File: src/rtl/dram_ctrl_pkg.sv
package dram_ctrl_pkg;

  // ----------------------------------------------------------------
  // geometry
  // ----------------------------------------------------------------
  localparam int ROW_COUNT      = 256;
  localparam int ADDR_WIDTH     = 8;
  localparam int DATA_WIDTH     = 4;
  localparam int INIT_REFRESHES = 8;

  // ----------------------------------------------------------------
  // timing, fastest grade, in ns and us
  // ----------------------------------------------------------------
  localparam int CLK_PERIOD_NS     = 20;
  localparam int POWER_UP_US       = 500;
  localparam int REFRESH_PERIOD_NS = 4000000;
  localparam int CYCLE_NS          = 200;
  localparam int PRECHARGE_NS      = 90;
  localparam int ROW_HOLD_NS       = 20;
  localparam int COL_DELAY_NS      = 40;
  localparam int CAS_PULSE_NS      = 60;
  localparam int TEST_RAS_NS       = 285;
  localparam int TEST_CYCLE_NS     = 385;

  // ----------------------------------------------------------------
  // derived counts: least times rounded up, refresh interval per row rounded down
  // ----------------------------------------------------------------
  localparam int POWER_UP_CYC  = (POWER_UP_US * 1000 + CLK_PERIOD_NS - 1) / CLK_PERIOD_NS;
  localparam int REFRESH_CYC   = REFRESH_PERIOD_NS / CLK_PERIOD_NS / ROW_COUNT;
  localparam int CYCLE_CYC     = (CYCLE_NS + CLK_PERIOD_NS - 1) / CLK_PERIOD_NS;
  localparam int PRECHARGE_CYC = (PRECHARGE_NS + CLK_PERIOD_NS - 1) / CLK_PERIOD_NS;
  localparam int ROW_HOLD_CYC  = (ROW_HOLD_NS + CLK_PERIOD_NS - 1) / CLK_PERIOD_NS;
  localparam int COL_DELAY_CYC = (COL_DELAY_NS + CLK_PERIOD_NS - 1) / CLK_PERIOD_NS;
  localparam int CAS_PULSE_CYC = (CAS_PULSE_NS + CLK_PERIOD_NS - 1) / CLK_PERIOD_NS;
  localparam int TEST_RAS_CYC  = (TEST_RAS_NS + CLK_PERIOD_NS - 1) / CLK_PERIOD_NS;
  localparam int TEST_CYC      = (TEST_CYCLE_NS + CLK_PERIOD_NS - 1) / CLK_PERIOD_NS;

  // ----------------------------------------------------------------
  // commands and states
  // ----------------------------------------------------------------
  typedef enum logic [1:0] {
    cmd_read       = 2'h0,
    cmd_write      = 2'h1,
    cmd_test_write = 2'h2,
    cmd_test_read  = 2'h3
  } command_type;

  typedef enum logic [6:0] {
    st_power  = 7'h01,
    st_idle   = 7'h02,
    st_row    = 7'h04,
    st_col    = 7'h08,
    st_cbr    = 7'h10,
    st_cbr_ras = 7'h20,
    st_pre    = 7'h40
  } state_type;

endpackage : dram_ctrl_pkg

File: src/rtl/cycle_timer.sv
`timescale 1ns/10ps
module cycle_timer
  import dram_ctrl_pkg::*;
#(
  parameter int WIDTH = 20
) (
  input  wire logic             clk_i,
  input  wire logic             reset_n_i,
  input  wire logic             load_i,
  input  wire logic [WIDTH-1:0] count_i,
  output logic                  done_o
);
  logic [WIDTH-1:0] remain;

  // loads count-1 so done rises exactly count cycles after load
  always_ff @(posedge clk_i or negedge reset_n_i) begin
    if (!reset_n_i) begin
      remain <= '0;
    end else if (load_i) begin
      remain <= count_i - WIDTH'(1);
    end else if (remain != '0) begin
      remain <= remain - WIDTH'(1);
    end
  end

  assign done_o = (remain == '0) && !load_i;
endmodule : cycle_timer

File: src/rtl/dram_host_ctrl.sv
`timescale 1ns/10ps
// Notes on behaviour
// - row then column address on eight shared pins, row strobe then column strobe
// - controller refreshes all 256 rows within every 4 ms
// - wait 500 us after power-on, then 8 refresh cycles before access
// - random cycles spaced at least the minimum cycle time
// - write strobe low before column strobe falls gives an early write; the controller drops write strobe on the same edge as column strobe
// - output-enable hold applies only to late write cycles
// - after a read, hold read command past column or row strobe rise
// - device drives data only under output enable; early write leaves it off
// - counter test keeps row strobe low the extended pulse width
// - counter test cycles spaced by the extended test cycle time
// - test step one writes zero to 256 counter rows at one column
// - test step two reads back zero with external row addresses
// - then writes one to those rows with external addresses
// - final step reads one through counter test cycles
module dram_host_ctrl
  import dram_ctrl_pkg::*;
#(
  parameter int POWER_UP_COUNT = POWER_UP_CYC,
  parameter int REFRESH_COUNT  = REFRESH_CYC
) (
  input  wire logic                  clk_i,
  input  wire logic                  reset_n_i,
  input  wire logic                  req_valid_i,
  input  wire command_type           req_cmd_i,
  input  wire logic [2*ADDR_WIDTH-1:0] req_addr_i,
  input  wire logic [DATA_WIDTH-1:0] req_wdata_i,
  output logic                       req_ready_o,
  output logic                       rsp_valid_o,
  output logic [DATA_WIDTH-1:0]      rsp_rdata_o,
  output logic                       init_done_o,
  output logic [ADDR_WIDTH-1:0]      multiplexed_address_o,
  output logic                       row_strobe_n_o,
  output logic                       col_strobe_n_o,
  output logic                       write_n_o,
  output logic                       out_enable_n_o,
  input  wire logic [DATA_WIDTH-1:0] data_lines_i,
  output logic [DATA_WIDTH-1:0]      data_lines_o,
  output logic                       data_lines_oe_o
);
  localparam int TW = 20;
  // test column phase tops the row strobe up to the extended test width
  localparam int TEST_COL_CYC = TEST_RAS_CYC - CYCLE_CYC + PRECHARGE_CYC - ROW_HOLD_CYC - 2;

  state_type         state;
  command_type       cmd;
  logic [2*ADDR_WIDTH-1:0] addr;
  logic [DATA_WIDTH-1:0]   wdata;
  logic              is_write;
  logic              is_test;
  logic              refresh_due;
  logic [3:0]        init_left;
  logic [TW-1:0]     refresh_cnt;
  logic              timer_load;
  logic [TW-1:0]     timer_count;
  logic              timer_done;
  logic [DATA_WIDTH-1:0] data_meta;
  logic [DATA_WIDTH-1:0] data_sync;

  // ----------------------------------------------------------------
  // pin input synchroniser
  // ----------------------------------------------------------------
  always_ff @(posedge clk_i or negedge reset_n_i) begin
    if (!reset_n_i) begin
      data_meta <= '0;
      data_sync <= '0;
    end else begin
      data_meta <= data_lines_i;
      data_sync <= data_meta;
    end
  end

  // ----------------------------------------------------------------
  // refresh interval: one row every REFRESH_COUNT cycles
  // ----------------------------------------------------------------
  always_ff @(posedge clk_i or negedge reset_n_i) begin
    if (!reset_n_i) begin
      refresh_cnt <= '0;
      refresh_due <= 1'b0;
    end else begin
      if (refresh_cnt == TW'(REFRESH_COUNT - 1)) begin
        refresh_cnt <= '0;
      end else begin
        refresh_cnt <= refresh_cnt + TW'(1);
      end
      // set wins over the clear taken when the refresh starts
      if (refresh_cnt == TW'(REFRESH_COUNT - 1)) begin
        refresh_due <= 1'b1;
      end else if (state == st_cbr) begin
        refresh_due <= 1'b0;
      end
    end
  end

  cycle_timer #(
    .WIDTH (TW)
  ) u_timer (
    .clk_i     (clk_i),
    .reset_n_i (reset_n_i),
    .load_i    (timer_load),
    .count_i   (timer_count),
    .done_o    (timer_done)
  );

  // ----------------------------------------------------------------
  // sequencer
  // ----------------------------------------------------------------
  always_ff @(posedge clk_i or negedge reset_n_i) begin
    if (!reset_n_i) begin
      state       <= st_power;
      cmd         <= cmd_read;
      addr        <= '0;
      wdata       <= '0;
      init_left   <= 4'(INIT_REFRESHES);
      timer_load  <= 1'b1;
      timer_count <= TW'(POWER_UP_COUNT);
      is_write    <= 1'b0;
      is_test     <= 1'b0;
    end else begin
      timer_load <= 1'b0;
      case (state)
        st_power: begin
          if (timer_done && !timer_load) begin
            state <= st_idle;
          end
        end
        st_idle: begin
          if (timer_done && !timer_load) begin
            if (refresh_due || init_left != 4'h0) begin
              state       <= st_cbr;
              is_test     <= 1'b0;
              is_write    <= 1'b0;
              timer_count <= TW'(1);
              timer_load  <= 1'b1;
            end else if (req_valid_i) begin
              cmd      <= req_cmd_i;
              addr     <= req_addr_i;
              wdata    <= req_wdata_i;
              is_write <= (req_cmd_i == cmd_write) || (req_cmd_i == cmd_test_write);
              is_test  <= (req_cmd_i == cmd_test_write) || (req_cmd_i == cmd_test_read);
              if ((req_cmd_i == cmd_test_write) || (req_cmd_i == cmd_test_read)) begin
                state       <= st_cbr;
                timer_count <= TW'(1);
              end else begin
                state       <= st_row;
                timer_count <= TW'(ROW_HOLD_CYC);
              end
              timer_load <= 1'b1;
            end
          end
        end
        st_row: begin
          if (timer_done && !timer_load) begin
            state       <= st_col;
            // one spare cycle keeps the capture clear of the access limit
            timer_count <= is_test ? TW'(TEST_COL_CYC) : TW'(CAS_PULSE_CYC + COL_DELAY_CYC + 1);
            timer_load  <= 1'b1;
          end
        end
        st_cbr: begin
          if (timer_done && !timer_load) begin
            state       <= st_cbr_ras;
            timer_count <= TW'(CYCLE_CYC - PRECHARGE_CYC);
            timer_load  <= 1'b1;
          end
        end
        st_cbr_ras: begin
          if (timer_done && !timer_load) begin
            state <= is_test ? st_row : st_pre;
            if (!is_test && init_left != 4'h0) begin
              init_left <= init_left - 4'h1;
            end
            timer_count <= is_test ? TW'(ROW_HOLD_CYC) : TW'(PRECHARGE_CYC);
            timer_load  <= 1'b1;
          end
        end
        st_col: begin
          if (timer_done && !timer_load) begin
            state       <= st_pre;
            timer_count <= is_test ? TW'(TEST_CYC - TEST_RAS_CYC) : TW'(PRECHARGE_CYC);
            timer_load  <= 1'b1;
          end
        end
        st_pre: begin
          if (timer_done && !timer_load) begin
            state <= st_idle;
          end
        end
        default: begin
          state <= st_idle;
        end
      endcase
    end
  end

  // ----------------------------------------------------------------
  // pin drive, all registered
  // ----------------------------------------------------------------
  always_ff @(posedge clk_i or negedge reset_n_i) begin
    if (!reset_n_i) begin
      row_strobe_n_o        <= 1'b1;
      col_strobe_n_o        <= 1'b1;
      write_n_o             <= 1'b1;
      out_enable_n_o        <= 1'b1;
      multiplexed_address_o <= '0;
      data_lines_o          <= '0;
      data_lines_oe_o       <= 1'b0;
    end else begin
      row_strobe_n_o <= !((state == st_row) || (state == st_col) || (state == st_cbr_ras));
      // column strobe leads row strobe in refresh and counter test
      col_strobe_n_o <= !((state == st_col) || (state == st_cbr) || (state == st_cbr_ras));
      multiplexed_address_o <= (state == st_row) ? addr[2*ADDR_WIDTH-1:ADDR_WIDTH]
                                                 : addr[ADDR_WIDTH-1:0];
      // write strobe low with the column strobe gives an early write
      write_n_o <= !(is_write && (state == st_col));
      data_lines_o    <= wdata;
      data_lines_oe_o <= is_write && (state != st_idle) && (state != st_power);
      // never enable device outputs while we drive data
      out_enable_n_o  <= !(!is_write && (state == st_col));
    end
  end

  // ----------------------------------------------------------------
  // handshake and read data capture
  // ----------------------------------------------------------------
  always_ff @(posedge clk_i or negedge reset_n_i) begin
    if (!reset_n_i) begin
      req_ready_o <= 1'b0;
      rsp_valid_o <= 1'b0;
      rsp_rdata_o <= '0;
      init_done_o <= 1'b0;
    end else begin
      init_done_o <= (state != st_power) && (init_left == 4'h0);
      // no ready just before a refresh falls due, so a shown ready is honoured
      req_ready_o <= (state == st_idle) && timer_done && !timer_load &&
                     !refresh_due && (init_left == 4'h0) && !req_valid_i &&
                     (refresh_cnt != TW'(REFRESH_COUNT - 1));
      // sample after synchroniser delay; strobes stay low till then
      rsp_valid_o <= !is_write && timer_done && !timer_load && (state == st_col);
      if (!is_write && timer_done && !timer_load && (state == st_col)) begin
        rsp_rdata_o <= data_sync;
      end
    end
  end

  // ----------------------------------------------------------------
  // checks
  // ----------------------------------------------------------------
  property p_no_contention;
    @(posedge clk_i) disable iff (!reset_n_i)
      data_lines_oe_o |-> out_enable_n_o;
  endproperty
  a_no_contention: assert property (p_no_contention)
    else $error("output enable asserted while driving data");

  property p_row_before_col;
    @(posedge clk_i) disable iff (!reset_n_i)
      $fell(row_strobe_n_o) && col_strobe_n_o |=> col_strobe_n_o;
  endproperty
  a_row_before_col: assert property (p_row_before_col)
    else $error("column strobe fell with row strobe");

  property p_refresh_served;
    @(posedge clk_i) disable iff (!reset_n_i)
      $rose(refresh_due) && init_done_o |-> ##[1:40] (state == st_cbr);
  endproperty
  a_refresh_served: assert property (p_refresh_served)
    else $error("refresh not started in time");

  property p_early_write;
    @(posedge clk_i) disable iff (!reset_n_i)
      $fell(col_strobe_n_o) && !row_strobe_n_o && is_write |-> !write_n_o;
  endproperty
  a_early_write: assert property (p_early_write)
    else $error("write strobe late for early write");

  property p_precharge;
    @(posedge clk_i) disable iff (!reset_n_i)
      $rose(row_strobe_n_o) |-> row_strobe_n_o [*4];
  endproperty
  a_precharge: assert property (p_precharge)
    else $error("row precharge too short");

  property p_no_access_before_init;
    @(posedge clk_i) disable iff (!reset_n_i)
      !init_done_o |-> !req_ready_o;
  endproperty
  a_no_access_before_init: assert property (p_no_access_before_init)
    else $error("access allowed before initialisation");
endmodule : dram_host_ctrl

File: config.mk
export PLATFORM = sky130hd
export DESIGN_NAME = dram_host_ctrl
export DESIGN_NICKNAME = d
export VERILOG_FILES = /design/src/rtl/dram_ctrl_pkg.sv /design/src/rtl/cycle_timer.sv /design/src/rtl/dram_host_ctrl.sv
export SDC_FILE = /design/constraint.sdc
export NUM_CORES = 1
export LEC_CHECK = 0
export BUFFER_PORTS_ARGS = -buffer_cell sky130_fd_sc_hd__buf_4
export CAP_MARGIN = 20
export CORE_UTILIZATION = 45
export CTS_CLUSTER_SIZE = 10
export DETAILED_ROUTE_END_ITERATION = 8
export PLACE_DENSITY_LB_ADDON = 0.12
export SLEW_MARGIN = 20
export SYNTH_ARGS = -nofsm -noshare
export SYNTH_HDL_FRONTEND = slang
export SYNTH_SLANG_ARGS = --single-unit
File: constraint.sdc
create_clock -name clk_i -period 2.36 [get_ports clk_i]
set_input_delay 0.354 -clock clk_i [delete_from_list [all_inputs] [get_ports clk_i]]
set_output_delay 0.354 -clock clk_i [all_outputs]
set_load 0.01 [all_outputs]
==> out/qor.yml <==
antenna_cells: 0
clkSinkCount: 111
maxCapViolCount: 0
p_leak_uw: 0.00280
dpl.cell_count: 612
rsz0062_at_grt: "no"
final-max-slew-violation-count: 0
yosysSeqAreaShare_pct: 56.4
synth-edff-count: 0
r2r-start: "u_timer.remain[15]$_DFFE_PN0P_"
avgSynthCellArea_um2: 12.1
cp-startpoint: "u_timer.remain[15]$_DFFE_PN0P_"
min-delay-start: "data_lines_i[2]"
die_height_um: 107
finalHoldViolations: 0
synth_area_leaders: "dfrtp_1 52%, mux2_4 5.5%, dfstp_2 4.3%"
final_net_count: 525
remaining_drc_errors: 0
cts-buffers-inserted: 9
synthCells: 408
synth.distinct_cells: 59
die_area_um2: 11400
antenna_found_initial: 0
critPathLaunchType: "flop"
intPower_uw: 2840
critPathRequiredTime_ns: 2.63
sw_frac_of_total_pct: 28.7
synth_area_um2: 4940
ant_nets: 0
vias_per_cell: 5.34
cp.arrival_ns: 2.53
cts.htree.levels: 3
hold_class: "in2reg"
gp_congestion: 0.871
p_sw_uw: 1140
grt_pass1_wl_mm: 16.6
synth_top_area_share_pct: 52.2
start_util_pct: 47.0
p_clk_share_pct: 26.2
yosysTopAreaCell: "dfrtp_1"
tns_ns: 0
power_per_cell_area_nw_per_um2: 678
utilization_pct: 55.9
drive_gt1_share_pct: 31.4
place_hpwl_mm: 7.06
synth-seq-cells: 111
post_drt_wl_per_cell_um: 15.3
grt_remaining_overflow: 0
vias: 3367
cts_tree: "done"
peakVddDrop_mv: 0.550
grt_use_total_pct: 19.1
root_buffer: "clkbuf_8"
routed_wl_mm: 9.65
core_area_um2: 10500
synth-async-reset-ratio_pct: 100
setup_viol: 0
drtPass1Iterations: 4
grt_pass1_vias: 3385
final_cells: 630
dieWidth_um: 107
fill_cells: 916
io_pins: 53
syn2layout_area_growth_pct: 18.8
finalPower_uw: 3980
r2r_end: "wdata[2]$_DFFE_PN0P_"
tightest_slew_ns: 0.541
seq_power_share_pct: 56.9
finalCriticalPeriod_ns: 2.27
p_comb_share_pct: 16.9
synth_ff_type: "dfrtp_1"
slew_headroom_pct: 63.9
status: "completed"
fmax_mhz: 441
min_path_cells: 1
r2r_cells: 6
rrSetupSlack_ns: 0.09
syn_nets: 444
pre_cts_slack_ns: 0.108
finalCritPeriodShare_pct: 96.0
fin_skew_ns: 0.0119
fp-row-count: 37
drtIter0Drc: 112
setup_slack_ns: 0.0940
cp-end-kind: "flop"
insertion_delay_ns: 0.38
layout.cells.most_common_list: "103 x dfrtp_1, 81 x buf_4, 29 x nor2_1, 26 x nand2_1, 19 x xnor2_1"
grt_start_max_net_pins: 46
clk_pin_slew_ns: 0.10
final_common_cell: "dfrtp_1"
worstSetupPathType: "reg2reg"
clockBufferDepth: 2
yosys_warnings: 0
portBuffers: 52
crit_path_max_fanout: 22
hold_end: "data_meta[2]$_DFF_PN0_"
==> cell type report <==
class	count	area (um2)	share of cell area, %
tap	136	170	2.90
timing repair buffer	84	658	11.2
multi-input combinational	272	2040	34.8
sequential	111	2790	47.5
clock buffer	11	131	2.24
inverter	11	41.3	0.703
clock inverter	5	40.0	0.682
==> critical path, cell delays in order (launching register included) <==
cell	delay [ns]
dfrtp_1	0.40
or4_4	0.56
or3_4	0.43
nor2_4	0.15
nand4_4	0.12
buf_12	0.19
mux2_4	0.30
==> metal layers <==
layer  wire length (um)  GRT usage, %
met1               4520          25.2
met2               4510          30.0
met3                512          6.02
met4                106          5.77
met5                  0             0
==> power groups by stage <==
stage | Sequential, uW | Clock (uW) | Combinational [uW]
after floorplan | 2270 | 0 | 428
after global placement | 2290 | 0 | 650
after detailed placement | 2300 | 0 | 673
after CTS | 2270 | 1090 | 675
after global routing | 2300 | 1150 | 750
final | 2260 | 1040 | 672
==> sequential cells by signal, summed over array words and instances, names as in the netlist, 4 cells and up <==
register               cells
data_meta                  4
refresh_cnt               20
state                      7
timer_count                4
multiplexed_address_o      8
init_left                  4
wdata                      4
data_sync                  4
u_timer.remain            20
rsp_rdata_o                4
addr                      16
data_lines_o               4
==> how the worst max path moves through the flow <==
stage                                endpoint  slack, ns  depth (start not counted)
3_5_place_dp              addr[1]$_DFFE_PN0P_       0.11                          6
5_1_grt        u_timer.remain[11]$_DFFE_PN0P_      0.004                          5
4_1_cts                  wdata[2]$_DFFE_PN0P_       0.09                          6
6_report                 wdata[2]$_DFFE_PN0P_       0.09                          6
3_3_place_gp   u_timer.remain[11]$_DFFE_PN0P_       0.14                          5
2_1_floorplan  u_timer.remain[12]$_DFFE_PN0P_       0.12                          7
==> synth_stat cells, types with 2 or more instances <==
| cell | n |
|---|---|
| nand2_1 | 26 |
| mux2_4 | 18 |
| o2bb2ai_1 | 4 |
| or4_1 | 2 |
| buf_6 | 2 |
| dfstp_2 | 8 |
| nand3_1 | 14 |
| a31oi_1 | 2 |
| xnor2_1 | 19 |
| ha_1 | 7 |
| mux2_2 | 16 |
| o21a_1 | 2 |
| xor2_1 | 14 |
| nor4_1 | 9 |
| mux2i_1 | 4 |
| nor2b_1 | 6 |
| a21oi_1 | 10 |
| inv_1 | 10 |
| o31ai_1 | 3 |
| or2_2 | 5 |
| dfrtp_1 | 103 |
| and3_1 | 4 |
| clkbuf_1 | 10 |
| a21o_1 | 3 |
| nor4_4 | 2 |
| a21boi_0 | 3 |
| o21ai_0 | 13 |
| and2_1 | 4 |
| nor4b_1 | 2 |
| o2111ai_1 | 2 |
| o311ai_0 | 2 |
| or3b_2 | 3 |
| o211ai_1 | 3 |
| nand4_1 | 10 |
| nor3_1 | 10 |
| nor2_1 | 29 |
| or4_4 | 2 |
==> kinds of logic (layout without fill, tap and decap cells) <==
kind of cell	Yosys count	in the layout	synth area share (%)
AND/OR/NAND/NOR	138	138	16.0
flip-flops	111	111	56.4
AO/OA/AOI/OAI	56	56	7.80
multiplexers	38	38	9.92
XOR/XNOR	33	33	5.85
buffers and inverters	25	111	2.25
adder cells (fa/ha/maj)	7	7	1.77
==> metrics by stage <==
step | hold WS [ns] | area [um2]
4_1_cts | 0.0483 | 5860
2_1_floorplan | 0.0584 | 4940
3_3_place_gp | 0.334 | 5680
6_report | 0.0779 | 5870
3_5_place_dp | 0.336 | 5680
5_1_grt | 0.0426 | 5870
==> what timing repair did <==
action,CTS,global route
hold endpoints to repair,38,0
gates resized for setup,0,2
hold buffers,1,0
setup endpoints to repair,0,15
buffers inserted,0,1
(Power assumes the default switching activity.)
